$ cat src/design/pll_div_pkg.sv
// Constants and carrier types for the serial divider control core
package pll_div_pkg;
  localparam int unsigned MAIN_SHIFT_W = 19;
  localparam int unsigned REF_SHIFT_W = 16;
  localparam int unsigned MAIN_LATCH_W = 18;
  localparam int unsigned REF_LATCH_W = 15;
  localparam int unsigned SWALLOW_W = 7;
  localparam int unsigned PROG_W = 11;
  localparam int unsigned REFCNT_W = 14;
  localparam int unsigned SYNC_W = 6;
  // Synchroniser bit positions
  localparam int unsigned SY_DATA = 0;
  localparam int unsigned SY_SCLK = 1;
  localparam int unsigned SY_LOAD = 2;
  localparam int unsigned SY_SENSE = 3;
  localparam int unsigned SY_REF = 4;
  localparam int unsigned SY_PRE = 5;
  // APB register byte offsets
  localparam logic [7:0] CTRL_OFS = 8'h00;
  localparam logic [7:0] STATUS_OFS = 8'h04;
  localparam logic [7:0] REF_WORD_OFS = 8'h08;
  localparam logic [7:0] MAIN_WORD_OFS = 8'h0c;
  localparam int unsigned CTRL_RUN_BIT = 0;
  localparam logic CTRL_RUN_RESET = 1'b1;
  // Status bit positions
  localparam int unsigned ST_LOCK = 0;
  localparam int unsigned ST_UP = 1;
  localparam int unsigned ST_DOWN = 2;
  localparam int unsigned ST_SENSE = 3;
  localparam int unsigned ST_MODHI = 4;
  localparam int unsigned ST_STROBE = 5;
  localparam int unsigned ST_MODSEL = 6;

  // Reference latch: modulus select on top, 14-bit ratio below
  typedef struct packed {
    logic prescaler_modulus_select;
    logic [REFCNT_W-1:0] ref_ratio;
  } ref_latch_s;

  // Main latch: programmable ratio on top, swallow count below
  typedef struct packed {
    logic [PROG_W-1:0] prog_ratio;
    logic [SWALLOW_W-1:0] swallow_count;
  } main_latch_s;

  localparam ref_latch_s REF_LATCH_RESET = '0;
  localparam main_latch_s MAIN_LATCH_RESET = '0;
endpackage

$ cat src/design/serial_pll_divider_control.sv
// Serial-loaded reference and pulse-swallow divider core with APB status
// Functional notes
// - Each serial clock rising edge shifts data into both shift registers.
// - The last bit shifted in selects which latch gets the word.
// - Control bit high with strobe high loads the 15-bit reference latch.
// - Control bit low with strobe high loads the 18-bit main latch.
// - Strobe has a pull-up; high or open strobe performs the transfer. The core models no pull-up; only a driven-high strobe transfers.
// - Speed-up output is floating except strobe high while pump drives.
// - Low phase-sense select inverts charge-pump and comparator outputs.
// - Monitor shows reference pulse when sense high, feedback when low.
// - Lock output high, low while any phase difference exists.
// - Seven-bit swallow counter takes presets zero to 127.
// - Eleven-bit programmable counter takes ratios sixteen to 2047.
// - Fourteen-bit reference counter takes ratios eight to 16383.
// - One latched bit chooses between the two prescaler moduli.
// - Two comparator outputs; feedback-side one is open-drain N-channel.
// - Modulus select high means 32/33, low means 64/65.
// - Main word bits one to seven swallow, eight to eighteen ratio.
// - Output frequency is (P*N+A)*fref/R, with A below N.
//
// Local design decisions: the register offsets and the APB slave port.
`timescale 1ns/10ps
module serial_pll_divider_control (
  input wire logic SYS_CLK_I,
  input wire logic RESET_N_I,
  input wire logic SERIAL_DATA_I,
  input wire logic SERIAL_CLK_I,
  input wire logic LOAD_LATCH_STROBE_I,
  input wire logic PHASE_SENSE_SELECT_I,
  input wire logic REF_OSC_I,
  input wire logic PRESCALER_OUT_I,
  input wire logic PSEL_I,
  input wire logic PENABLE_I,
  input wire logic PWRITE_I,
  input wire logic [7:0] PADDR_I,
  input wire logic [31:0] PWDATA_I,
  output logic [31:0] PRDATA_O,
  output logic PREADY_O,
  output logic PSLVERR_O,
  output logic MODULUS_HIGH_O,
  output logic PRESCALER_MODULUS_SELECT_O,
  output logic CHARGE_PUMP_O,
  output logic CHARGE_PUMP_OE_O,
  output logic PHASE_REF_O,
  output logic PHASE_FB_O,
  output logic PHASE_FB_OE_O,
  output logic SPEEDUP_SWITCH_OUTPUT_O,
  output logic SPEEDUP_SWITCH_OUTPUT_OE_O,
  output logic LOCK_DETECT_OUTPUT_O,
  output logic COMPARATOR_MONITOR_OUTPUT_O
);
  localparam int unsigned PIN_N = pll_div_pkg::SYNC_W;

  // Two-stage synchronisers for the six serial, sense and clock pin inputs (not the APB inputs), plus an edge history stage
  logic [PIN_N-1:0] pins;
  logic [PIN_N-1:0] sync_a;
  logic [PIN_N-1:0] sync_b;
  logic [PIN_N-1:0] sync_c;
  logic [PIN_N-1:0] rise;

  assign pins = {PRESCALER_OUT_I, REF_OSC_I, PHASE_SENSE_SELECT_I,
                 LOAD_LATCH_STROBE_I, SERIAL_CLK_I, SERIAL_DATA_I};

  genvar gi;
  generate
    for (gi = 0; gi < PIN_N; gi++) begin : g_sync
      always_ff @(posedge SYS_CLK_I) begin
        if (!RESET_N_I) begin
          sync_a[gi] <= 1'b0;
          sync_b[gi] <= 1'b0;
          sync_c[gi] <= 1'b0;
        end else begin
          sync_a[gi] <= pins[gi];
          sync_b[gi] <= sync_a[gi];
          sync_c[gi] <= sync_b[gi];
        end
      end
      assign rise[gi] = sync_b[gi] & ~sync_c[gi];
    end
  endgenerate

  logic serial_bit;
  logic shift_edge;
  logic strobe;
  logic sense;
  assign serial_bit = sync_b[pll_div_pkg::SY_DATA];
  assign shift_edge = rise[pll_div_pkg::SY_SCLK];
  assign strobe = sync_b[pll_div_pkg::SY_LOAD];
  assign sense = sync_b[pll_div_pkg::SY_SENSE];

  // Serial shift registers and latches
  logic [pll_div_pkg::MAIN_SHIFT_W-1:0] main_shift;
  logic [pll_div_pkg::MAIN_SHIFT_W-1:0] next_main_shift;
  logic [pll_div_pkg::REF_SHIFT_W-1:0] ref_shift;
  logic [pll_div_pkg::REF_SHIFT_W-1:0] next_ref_shift;
  pll_div_pkg::ref_latch_s ref_latch;
  pll_div_pkg::ref_latch_s next_ref_latch;
  pll_div_pkg::main_latch_s main_latch;
  pll_div_pkg::main_latch_s next_main_latch;

  always_comb begin
    next_main_shift = main_shift;
    next_ref_shift = ref_shift;
    next_ref_latch = ref_latch;
    next_main_latch = main_latch;
    if (shift_edge) begin
      // MSB arrives first, so shifting left leaves the control bit in bit 0
      next_main_shift = {main_shift[pll_div_pkg::MAIN_SHIFT_W-2:0],
                         serial_bit};
      next_ref_shift = {ref_shift[pll_div_pkg::REF_SHIFT_W-2:0],
                        serial_bit};
    end
    // Latches follow the shift registers while the strobe stays high
    if (strobe) begin
      if (ref_shift[0]) begin
        next_ref_latch = pll_div_pkg::ref_latch_s'(
          ref_shift[pll_div_pkg::REF_SHIFT_W-1:1]);
      end
      if (!main_shift[0]) begin
        next_main_latch = pll_div_pkg::main_latch_s'(
          main_shift[pll_div_pkg::MAIN_SHIFT_W-1:1]);
      end
    end
  end

  always_ff @(posedge SYS_CLK_I) begin
    if (!RESET_N_I) begin
      main_shift <= '0;
      ref_shift <= '0;
      ref_latch <= pll_div_pkg::REF_LATCH_RESET;
      main_latch <= pll_div_pkg::MAIN_LATCH_RESET;
    end else begin
      main_shift <= next_main_shift;
      ref_shift <= next_ref_shift;
      ref_latch <= next_ref_latch;
      main_latch <= next_main_latch;
    end
  end

  // Control register written over APB
  logic run;

  // Reference divider
  logic ref_pulse;
  reload_counter #(
    .WIDTH(pll_div_pkg::REFCNT_W)
  ) u_ref_counter (
    .clk_i(SYS_CLK_I),
    .reset_n_i(RESET_N_I),
    .tick_i(rise[pll_div_pkg::SY_REF] & run),
    .load_i(ref_latch.ref_ratio),
    .terminal_o(ref_pulse),
    .count_o()
  );

  // Programmable counter; every prescaler output rising edge while run is set is one count
  logic fb_pulse;
  reload_counter #(
    .WIDTH(pll_div_pkg::PROG_W)
  ) u_prog_counter (
    .clk_i(SYS_CLK_I),
    .reset_n_i(RESET_N_I),
    .tick_i(rise[pll_div_pkg::SY_PRE] & run),
    .load_i(main_latch.prog_ratio),
    .terminal_o(fb_pulse),
    .count_o()
  );

  // Swallow counter: high modulus while nonzero, reloaded per feedback cycle
  logic [pll_div_pkg::SWALLOW_W-1:0] swallow;
  logic [pll_div_pkg::SWALLOW_W-1:0] next_swallow;
  logic mod_high;
  logic next_mod_high;
  logic mod_sel;
  logic next_mod_sel;

  always_comb begin
    next_swallow = swallow;
    if (fb_pulse) begin
      next_swallow = main_latch.swallow_count;
    end else if (rise[pll_div_pkg::SY_PRE] && run &&
                 swallow != '0) begin
      next_swallow = swallow - pll_div_pkg::SWALLOW_W'(1);
    end
    // With A below N the swallow expires first, giving (P+1)*A + P*(N-A)
    next_mod_high = (next_swallow != '0);
    next_mod_sel = ref_latch.prescaler_modulus_select;
  end

  always_ff @(posedge SYS_CLK_I) begin
    if (!RESET_N_I) begin
      swallow <= '0;
      mod_high <= 1'b0;
      mod_sel <= 1'b0;
    end else begin
      swallow <= next_swallow;
      mod_high <= next_mod_high;
      mod_sel <= next_mod_sel;
    end
  end

  // Phase-frequency detector on the divided pulses
  logic up;
  logic next_up;
  logic down;
  logic next_down;

  always_comb begin
    next_up = up;
    next_down = down;
    if (ref_pulse && fb_pulse) begin
      next_up = 1'b0;
      next_down = 1'b0;
    end else if (ref_pulse) begin
      next_up = !down;
      next_down = 1'b0;
    end else if (fb_pulse) begin
      next_down = !up;
      next_up = 1'b0;
    end
  end

  // Output stage: every pin except the tied-low PHASE_FB_O comes from a flip-flop
  logic pump;
  logic next_pump;
  logic pump_oe;
  logic next_pump_oe;
  logic phase_ref;
  logic next_phase_ref;
  logic phase_fb_oe;
  logic next_phase_fb_oe;
  logic speedup;
  logic next_speedup;
  logic speedup_oe;
  logic next_speedup_oe;
  logic lock;
  logic next_lock;
  logic monitor;
  logic next_monitor;

  always_comb begin
    // Reference ahead drives high with sense high; low sense swaps roles
    next_pump_oe = next_up | next_down;
    next_pump = sense ? next_up : next_down;
    next_phase_ref = sense ? next_down : next_up;
    // Open-drain: only ever pulls low, enable marks the pull
    next_phase_fb_oe = sense ? next_up : next_down;
    next_speedup_oe = strobe & next_pump_oe;
    next_speedup = next_pump;
    next_lock = !(next_up | next_down);
    next_monitor = sense ? ref_pulse : fb_pulse;
  end

  always_ff @(posedge SYS_CLK_I) begin
    if (!RESET_N_I) begin
      up <= 1'b0;
      down <= 1'b0;
      pump <= 1'b0;
      pump_oe <= 1'b0;
      phase_ref <= 1'b0;
      phase_fb_oe <= 1'b0;
      speedup <= 1'b0;
      speedup_oe <= 1'b0;
      lock <= 1'b1;
      monitor <= 1'b0;
    end else begin
      up <= next_up;
      down <= next_down;
      pump <= next_pump;
      pump_oe <= next_pump_oe;
      phase_ref <= next_phase_ref;
      phase_fb_oe <= next_phase_fb_oe;
      speedup <= next_speedup;
      speedup_oe <= next_speedup_oe;
      lock <= next_lock;
      monitor <= next_monitor;
    end
  end

  // APB slave: ready one cycle into the access phase
  logic [31:0] rdata;
  logic [31:0] next_rdata;
  logic ready;
  logic next_ready;
  logic slverr;
  logic next_slverr;
  logic next_run;
  logic [31:0] status;

  always_comb begin
    status = '0;
    status[pll_div_pkg::ST_LOCK] = lock;
    status[pll_div_pkg::ST_UP] = up;
    status[pll_div_pkg::ST_DOWN] = down;
    status[pll_div_pkg::ST_SENSE] = sense;
    status[pll_div_pkg::ST_MODHI] = mod_high;
    status[pll_div_pkg::ST_STROBE] = strobe;
    status[pll_div_pkg::ST_MODSEL] = mod_sel;
  end

  always_comb begin
    next_ready = 1'b0;
    next_slverr = 1'b0;
    next_rdata = '0;
    next_run = run;
    if (PSEL_I && PENABLE_I && !ready) begin
      next_ready = 1'b1;
      case (PADDR_I)
        pll_div_pkg::CTRL_OFS: next_rdata[pll_div_pkg::CTRL_RUN_BIT] = run;
        pll_div_pkg::STATUS_OFS: next_rdata = status;
        pll_div_pkg::REF_WORD_OFS: next_rdata = 32'(ref_latch);
        pll_div_pkg::MAIN_WORD_OFS: next_rdata = 32'(main_latch);
        default: next_slverr = 1'b1;
      endcase
      if (PWRITE_I) begin
        next_rdata = '0;
      end
    end
    // A write lands at the edge where the master sees ready high
    if (PSEL_I && PENABLE_I && PWRITE_I && ready &&
        PADDR_I == pll_div_pkg::CTRL_OFS) begin
      next_run = PWDATA_I[pll_div_pkg::CTRL_RUN_BIT];
    end
  end

  always_ff @(posedge SYS_CLK_I) begin
    if (!RESET_N_I) begin
      rdata <= '0;
      ready <= 1'b0;
      slverr <= 1'b0;
      run <= pll_div_pkg::CTRL_RUN_RESET;
    end else begin
      rdata <= next_rdata;
      ready <= next_ready;
      slverr <= next_slverr;
      run <= next_run;
    end
  end

  assign PRDATA_O = rdata;
  assign PREADY_O = ready;
  assign PSLVERR_O = slverr;
  assign MODULUS_HIGH_O = mod_high;
  assign PRESCALER_MODULUS_SELECT_O = mod_sel;
  assign CHARGE_PUMP_O = pump;
  assign CHARGE_PUMP_OE_O = pump_oe;
  assign PHASE_REF_O = phase_ref;
  assign PHASE_FB_O = 1'b0;
  assign PHASE_FB_OE_O = phase_fb_oe;
  assign SPEEDUP_SWITCH_OUTPUT_O = speedup;
  assign SPEEDUP_SWITCH_OUTPUT_OE_O = speedup_oe;
  assign LOCK_DETECT_OUTPUT_O = lock;
  assign COMPARATOR_MONITOR_OUTPUT_O = monitor;
endmodule

$ cat src/design/reload_counter.sv
// Down counter that pulses and reloads at its terminal count
`timescale 1ns/10ps
module reload_counter #(
  parameter int unsigned WIDTH = 14
) (
  input wire logic clk_i,
  input wire logic reset_n_i,
  input wire logic tick_i,
  input wire logic [WIDTH-1:0] load_i,
  output logic terminal_o,
  output logic [WIDTH-1:0] count_o
);
  logic [WIDTH-1:0] count;
  logic [WIDTH-1:0] next_count;
  logic terminal;
  logic next_terminal;

  always_comb begin
    next_count = count;
    next_terminal = 1'b0;
    if (tick_i) begin
      // Reload at one so a ratio of R gives one pulse per R ticks
      if (count <= WIDTH'(1)) begin
        next_count = load_i;
        next_terminal = 1'b1;
      end else begin
        next_count = count - WIDTH'(1);
      end
    end
  end

  always_ff @(posedge clk_i) begin
    if (!reset_n_i) begin
      count <= '0;
      terminal <= 1'b0;
    end else begin
      count <= next_count;
      terminal <= next_terminal;
    end
  end

  assign terminal_o = terminal;
  assign count_o = count;
endmodule

$ cat config.mk
export PLATFORM = sky130hd
export DESIGN_NAME = serial_pll_divider_control
export DESIGN_NICKNAME = d
export VERILOG_FILES = /design/src/design/pll_div_pkg.sv /design/src/design/serial_pll_divider_control.sv /design/src/design/reload_counter.sv
export SDC_FILE = /design/constraint.sdc
export NUM_CORES = 1
export LEC_CHECK = 0
export ABC_AREA = 1
export BUFFER_PORTS_ARGS = -buffer_cell sky130_fd_sc_hd__buf_2
export CAP_MARGIN = 5
export CORE_ASPECT_RATIO = 0.7
export CORE_MARGIN = 2
export CORE_UTILIZATION = 30
export DETAILED_ROUTE_END_ITERATION = 16
export PLACE_DENSITY = 0.53
export SLEW_MARGIN = 5
export SYNTH_ARGS = -nofsm -noshare
export SYNTH_HDL_FRONTEND = slang
export SYNTH_HIERARCHICAL = 1
export SYNTH_SLANG_ARGS = --single-unit
$ cat constraint.sdc
create_clock -name SYS_CLK_I -period 3.8 [get_ports SYS_CLK_I]
set_input_delay 0.76 -clock SYS_CLK_I [delete_from_list [all_inputs] [get_ports SYS_CLK_I]]
set_output_delay 0.76 -clock SYS_CLK_I [all_outputs]
set_load 0.005 [all_outputs]
* Word-level counts from Yosys, hierarchy flattened
Index checks and enable logic that the tools add are counted.
** Storage, ports and cells
- Register bits after elaboration :: 162
- Input bits :: 51
- Output and inout bits :: 45
- Word-level logic and storage cells :: 102
** Operators by class
- Add/subtract/negate cells :: 3
- $lt $le $gt $ge :: 2
- Equal/unequal tests :: 3
- Mux-type cells :: 19
- Bitwise operators :: 13
- Reduce and logical (&&, ||, !) cells :: 22
** Operators by type and width (number)
- $pmux W17 S3 :: 1
- $eq A8 B4 Y1 const B :: 2
- $le A14 B1 Y1 const B :: 1
- $mux W14 :: 1
- $mux W7 :: 2
- $reduce_bool A7 Y1 :: 2
- $sub A14 B1 Y14 const B :: 1
- $mux W1 :: 13
- $le A11 B1 Y1 const B :: 1
- $mux W11 :: 1
- $sub A11 B1 Y11 const B :: 1
- $reduce_and A2 Y1 :: 5
- $eq A8 B3 Y1 const B :: 1
- $logic_and A1 B1 Y1 :: 8
- $logic_not A8 Y1 :: 1
- $sub A7 B1 Y7 const B :: 1
- $and A1 B1 Y1 :: 6
- $not A1 Y1 :: 6
- $logic_not A1 Y1 :: 4
- $pmux W1 S4 :: 1
- $reduce_or A4 Y1 :: 1
- $reduce_or A3 Y1 :: 1
- $or A1 B1 Y1 :: 1

* Logic depth before layout (Yosys ltp)
Gate-level depths: netlist of the first run.
- Word-level depth :: 7
- Gate-level depth with buffers :: 14
- Depth with buffers taken out :: 14

* By module
The synthesis of the first run kept the hierarchy.
** Modules (own cells, without submodules)
- serial_pll_divider_control :: instances 1, cells an instance 543, area each 4247.8 µm², seq. area each 2102.0 µm²
- reload_counter (u_ref_counter) :: instances 1, cells an instance 198, area each 1174.9 µm², seq. area each 300.3 µm²
- reload_counter (u_prog_counter) :: instances 1, cells an instance 139, area each 873.3 µm², seq. area each 240.2 µm²

* Worst setup path before layout of the first run
OpenSTA, ideal clock, no wires.
- Kind :: input to register
- From :: input PADDR_I[1]
- To :: register rdata[5], in the netlist PRDATA_O[5]
- Setup time :: 62 ps
- Arrival time :: 1660 ps
- Data required time :: 3738 ps
- Setup slack :: 2078 ps
- Stages on the path :: 8
- Path buffers :: 2
- Cell sequence :: or2_4 clkinv_4 nand4_4 buf_6 buf_6 o22ai_2 a21oi_2 nor2_2
** Between the ends
- Word-level cells in the longest chain between the ends :: 2
- Elaborated cells on any way between the ends :: 4
- Those cells by class :: 3 x eq/ne; 1 x mux
** Ends and longest elaborated chain
- from (decl) :: RTL line serial_pll_divider_control.sv:35 : input wire logic [7:0] PADDR_I,
- $eq A8 B4 Y1 or $eq A8 B3 Y1 (tied branches) :: RTL line serial_pll_divider_control.sv:308 : case (PADDR_I)
- $pmux W17 S3 (*) :: RTL line serial_pll_divider_control.sv:308
- to (signal assigned) :: RTL line serial_pll_divider_control.sv:333 : rdata <= next_rdata;
- to (decl) :: RTL line serial_pll_divider_control.sv:281 : logic [31:0] rdata;
Every way passes the cells marked *; elsewhere a longest branch is shown, timed or not.
A chain may end at the register's enable or synchronous reset.

* Worst setup path in the final report of the first run
- From :: input PADDR_I[5]
- To :: register rdata[9], in the netlist PRDATA_O[9]
Same word-level chain as after synthesis.

==> results of run 1 <==
## synthesized netlist by cell type, types with 2 or more instances
library cell / count / area (um2)
or2_0: 5 / 31.28
nor3_1: 3 / 15.01
nor2_4: 5 / 56.30
buf_2: 5 / 25.02
a31oi_1: 2 / 12.51
a21oi_2: 7 / 61.31
nand3b_1: 3 / 22.52
clkbuf_1: 17 / 63.81
o21ai_1: 5 / 25.02
dfxtp_1: 132 / 2643
nand2_2: 8 / 50.05
buf_6: 4 / 45.04
nor2_8: 2 / 40.04
nand3_2: 2 / 20.02
nand2_1: 166 / 623.1
a21oi_1: 54 / 270.3
buf_4: 18 / 135.1
nor2_1: 137 / 514.2
nand2_4: 3 / 33.78
ha_1: 7 / 87.58
o21ai_0: 67 / 335.3
nor3_4: 2 / 32.53
or2_1: 2 / 12.51
nor2_2: 20 / 125.1
nand4_1: 16 / 100.1
nand3_4: 2 / 35.03
xor2_1: 3 / 26.28
nand3_1: 44 / 220.2
inv_1: 114 / 427.9
inv_2: 7 / 26.28
## critical path, cell delays in order
cell and delay [ns]:
buf_2 0.09, nor2_1 0.09, nand2_1 0.12, inv_2 0.13, nand4_4 0.30, nand3_1 0.19
nand2_2 0.29, a21oi_1 0.26
## layer usage
layer | wire length (um) | vias up
met5 | 0 | -
met4 | 85 | 0
met3 | 712 | 8
met2 | 6385 | 105
met1 | 8305 | 2489
li1 | - | 2815
## metrics by stage
step	worst slack, ns	utilization [%]	hold WS (ns)
6_report	1.889	35.10	0.4110
3_3_place_gp	1.500	32.30	0.3963
2_1_floorplan	2.078	-	0.3905
4_1_cts	1.882	35.10	0.4118
5_1_grt	1.666	35.10	0.4256
3_5_place_dp	1.446	32.30	0.3982
## registers in the layout, indices dropped and copies added, names as in the netlist, 3 cells and up
signal / flops
main_shift: 19
PRDATA_O: 18
main_latch: 18
ref_latch: 14
u_ref_counter/count_o: 14
u_prog_counter/count_o: 11
swallow: 7
sync_a: 6
sync_b: 3
sync_c: 3
## cell usage in the layout (no fill, tap or decap), types with 8 or more instances in the layout
master       n
conb_1      15
nand2_1    166
nand2_2      8
nand4_1     16
clkbuf_16   17
buf_2       49
a21oi_1     54
dfxtp_1    132
nor2_1     137
nor2_2      20
o21ai_0     67
inv_1      114
nand3_1     44
## logic make-up (layout without fill, tap and decap cells)
| logic type | after synthesis | after routing | share of synthesized area [%] |
|---|---|---|---|
| AND/OR/NAND/NOR | 425 | 425 | 31.76 |
| buffers and inverters | 170 | 208 | 12.20 |
| adder cells (fa/ha/maj) | 7 | 7 | 1.391 |
| XOR/XNOR | 4 | 4 | 0.5565 |
| other | 1 | 15 | 0.05956 |
| AO/OA/AOI/OAI | 141 | 141 | 12.06 |
| flip-flops | 132 | 132 | 41.97 |
## report_power, final
group	internal [mW]	switching (mW)	total, mW
Combinational	0.191	0.388	0.579
Clock	1.02	0.610	1.62
Sequential	1.44	0.0506	1.49
Total	2.65	1.05	3.70
## final timing paths
path,from,to,slack (ns)
setup / recovery,PADDR_I[5],PRDATA_O[9],1.89
hold / removal,sync_a[1],sync_b[1],0.41
setup reg to reg,strobe,main_latch[10],1.93
hold reg to reg,sync_a[1],sync_b[1],0.41
## cell type report
class / instances / area share [%]
multi-input cells: 592 / 40.54
flip-flops and latches: 132 / 36.46
clock buffers: 23 / 6.595
inverters: 123 / 6.440
well taps: 276 / 4.765
repair buffers: 53 / 3.798
clock inverters: 9 / 1.398
==> impl_metrics.yaml, run 1 <==
place:
  hpwl_um: 11370
  portBuffers: 49
  place.gp.congestion: 0.8164
  dp.cells: 1176
  place_area_mm2: 0.006668
synth:
  async_flop_share_pct: 0
  ys_warn_count: 6
  ys.flop_type: "dfxtp_1"
  synth-seq-cells: 132
  synth.distinct_cells: 48
  synth_cells: 880
  syn_area_mm2: 0.006296
  ys_seq_area_share_pct: 41.97
  synth_edf_count: 0
  avgSynthCellArea_um2: 7.155
critical_path:
  r2r.worst_path.cells: 5
  cp_max_fo: 20
  required_ns: 4.13
  startpoint_type: "input port"
  endpoint_kind: "register"
  cp.arrival_ns: 2.24
  critical_path_class: "in2reg"
clock_tree:
  ctsHoldBuffers: 0
  worstSkewPairLatency_ns: 0.41
  clock_path_buffers: 2
  cts_setup_buffers: 0
  cts_root_buffer: "clkbuf_16"
  post_cts_resized: 0
  cts.clk_slew.worst_paths_ns: 0.06
  cts_tree: "yes"
  cts_buffers: 17
  h-tree-depth: 4
  clock-sinks: 132
global_route:
  track_usage_pct: 14.47
  grt_util_met2_pct: 20.55
  grt_pass1_wl_um: 25400
  grt_max_degree: 42
  antenna_found_initial: 0
  grt_overflow: 0
  use_met3_pct: 2.768
  grt_pass1_vias: 5026
  met1_usage_pct: 21.82
  busiest_layer: "met1"
die:
  core_mm2: 0.02064
  die_area_mm2: 0.02218
  die_w_um: 177.2
  start_util_pct: 30.50
  die_h_um: 125.2
  ios: 96
  rows: 44
layout:
  fin_area_mm2: 0.007247
  multi_input_area_mm2: 0.002938
  regArea_mm2: 0.002643
  area_delta_synth_final_pct: 15.10
  stdcell_count: 1208
  drive_gt1_share_pct: 15.88
  fillers: 2236
  antenna_cells: 0
  fin_nets: 977
sta:
  finalSetupTns_ns: 0
  finalSetupViolations: 0
  maxSlewViolCount: 0
  slew_headroom_pct: 37.30
  max_freq_mhz: 523.3
  period_minus_slack_ns: 1.911
  period_share_pct: 50.29
  tightest_slew_ns: 0.9394
  clock_skew_ns: 0.007796
  grt_setup_unrepaired: "no"
  hold_viol: 0
drt:
  drt_iter0_markers: 300
  viasPerCell: 4.484
  wl_per_cell_um: 12.82
  vias: 5417
  drt_first_pass_iters: 5
  postRouteWirelength_um: 15490
  ant_nets: 0
  drc: 0
flow_run:
  max-cap-violations: 0
pwr:
  powerDensity_mw_per_mm2: 510.1
  p_leak_nw: 3.403
  p_total_mw: 3.697
  ir_worst_vdd_v: 0.0003120
min_path:
  hold_depth: 2
  worst_hold_path_type: "reg2reg"
status:
  status: "finished clean"
(Power assumes the default switching activity.)
==> run 2, diff against run 1 <==
==> constraint.sdc (replaced) <==
create_clock -name SYS_CLK_I -period 1.95 [get_ports SYS_CLK_I]
set_input_delay 0.39 -clock SYS_CLK_I [delete_from_list [all_inputs] [get_ports SYS_CLK_I]]
set_output_delay 0.39 -clock SYS_CLK_I [all_outputs]
set_load 0.005 [all_outputs]
==> run 2 against run 1 <==
  * Clock power rose by 120%
  * Sequential power is 95% higher
  * Non-clock buffer count grew 7
  * Die area did not move
  * Power increased by 110%
  * Wire length grew 0.79%
  * Setup slack worse by 1.7 ns
  * Sequential share of layout area down 0.71 points
  * Largest cell class unchanged
==> impl_metrics.yaml, run 2 (synthesis gave the netlist of run 1 again) <==
drt:
  drt_first_pass_iters: 5
  drc: 0
  ant_nets: 0
  vias: 5393
  drt_iter0_markers: 358
  postRouteWirelength_um: 15610
  wl_per_cell_um: 12.85
  viasPerCell: 4.439
sta:
  finalSetupViolations: 0
  max_freq_mhz: 568.3
  period_minus_slack_ns: 1.760
  slew_headroom_pct: 61.01
  hold_ws_ns: 0.1508
  clock_skew_ns: 0.01084
  maxSlewViolCount: 0
  period_share_pct: 90.24
  hold_viol: 0
  finalSetupTns_ns: 0
  grt_setup_unrepaired: "no"
  tightest_slew_ns: 0.5813
clock_tree:
  cts_buffers: 17
  cts.clk_slew.worst_paths_ns: 0.06
  worstSkewPairLatency_ns: 0.42
  cts_root_buffer: "clkbuf_16"
  clock_path_buffers: 2
  h-tree-depth: 4
  clock-sinks: 132
  post_cts_resized: 0
  ctsHoldBuffers: 0
  cts_tree: "yes"
  cts_setup_buffers: 0
die:
  die_w_um: 177.2
  rows: 44
  core_mm2: 0.02064
  die_h_um: 125.2
  die_area_mm2: 0.02218
  start_util_pct: 30.50
  ios: 96
pwr:
  sequentialPowerShare_pct: 38.1
  ir_worst_vdd_v: 0.0005872
  powerDensity_mw_per_mm2: 1033
  p_clk_share_pct: 46.9
  p_leak_nw: 3.468
  p_comb_share_pct: 15.0
  power_switching_mw: 2.100
  swShare_pct: 27.50
  p_int_mw: 5.536
critical_path:
  critical_path_class: "reg2reg"
  cp.arrival_ns: 2.13
  r2r-start: "u_ref_counter/count_o[0]"
  crit_start: "u_ref_counter/count_o[0]"
  startpoint_type: "register"
  crit_family: "simple AND/OR/NAND/NOR gates"
  cp_max_fo: 15
  rrSetupSlack_ns: 0.19
  r2r.worst_path.cells: 10
  cp_slowest_cell: "dfxtp_1"
  worst-path-buf-inv: 2
  cp_cell_sequence: "inv_1 -> ha_1 -> nor2_1 -> nor2_8 -> nand3_4 -> nor2_2 -> nand2_1 -> nand3_1 -> nand2_1 -> inv_1"
  slowest_delay_ns: 0.32
  endpoint_kind: "register"
  required_ns: 2.32
  r2r_end: "u_ref_counter/count_o[7]"
global_route:
  grt_pass1_wl_um: 25180
  grt_max_degree: 78
  antenna_found_initial: 0
  track_usage_pct: 14.54
  grt_overflow: 0
  grt_pass1_vias: 4781
layout:
  area_delta_synth_final_pct: 17.39
  antenna_cells: 0
  final_cell_mix: "166 x nand2_1, 137 x nor2_1, 132 x dfxtp_1"
  mostFrequentLayoutCell: "nand2_1"
  largest_reg_flops: 19
  regMostFlops: "main_shift"
  fillers: 2230
  fin_nets: 984
  drive_gt1_share_pct: 16.72
min_path:
  hold_depth: 3
  hold_path.startpoint: "PRESCALER_OUT_I"
  min_to: "sync_a[5]"
  worst_hold_path_type: "in2reg"
place:
  portBuffers: 49
  place.gp.congestion: 0.8262
  hpwl_um: 11340
flow_run:
  max-cap-violations: 0
status:
  status: "finished clean"
==> run 2: metal layers <==
metal  global-route usage, %  wire length (um)  up-vias
li1                        -                 -     2829
met1                   22.49              8370     2446
met2                   19.41              6352      109
met3                   4.136               790        9
met4                   3.500                97        0
met5                       0                 0        -
==> run 2: cell type report <==
class                   instances  area, um2  area share (%)
multi-input cells             592       2938           39.75
flip-flops and latches        132       2643           35.75
inverters                     123      466.7           6.315
clock buffers                  20      456.7           6.179
well taps                     276      345.3           4.672
repair buffers                 60      340.3           4.605
clock inverters                12      201.4           2.726
==> run 2: how the worst max path moves through the flow <==
| stage | to | cells after the start |
|---|---|---|
| after floorplan | u_ref_counter/count_o[10] | 9 |
| after global placement | PRDATA_O[9] | 8 |
| after detailed placement | PRDATA_O[9] | 8 |
| after CTS | u_ref_counter/count_o[7] | 10 |
| after global routing | u_ref_counter/count_o[7] | 10 |
| final | u_ref_counter/count_o[7] | 10 |
==> run 2: tightest hold or removal path: cells and delay by family <==
kind          cells  cell delay [ns]
buf+inv           2             0.11
simple gates      1             0.04
==> run 2: power by group through the flow <==
stage	logic [mW]	registers [mW]	clock network [mW]
final	1.14	2.91	3.58
after global routing	1.31	2.92	3.77
after CTS	1.14	2.91	3.64
after detailed placement	1.14	2.97	0
after global placement	1.13	2.97	0
after floorplan	0.955	2.94	0
==> run 2: stage by stage <==
| step | worst slack (ns) | cells | cell area, um2 | utilization [%] | power [mW] |
|---|---|---|---|---|---|
| finish | 0.1903 | 1215 | 7391 | 35.80 | 7.637 |
| global placement | 0.1511 | 1183 | 6733 | 32.61 | 4.099 |
| detailed placement | 0.05439 | 1183 | 6733 | 32.61 | 4.104 |
| global route | 0.04232 | 1215 | 7391 | 35.80 | 8.005 |
| CTS | 0.1978 | 1215 | 7391 | 35.80 | 7.693 |
| floorplan | 0.4421 | 894 | 6349 | - | 3.894 |
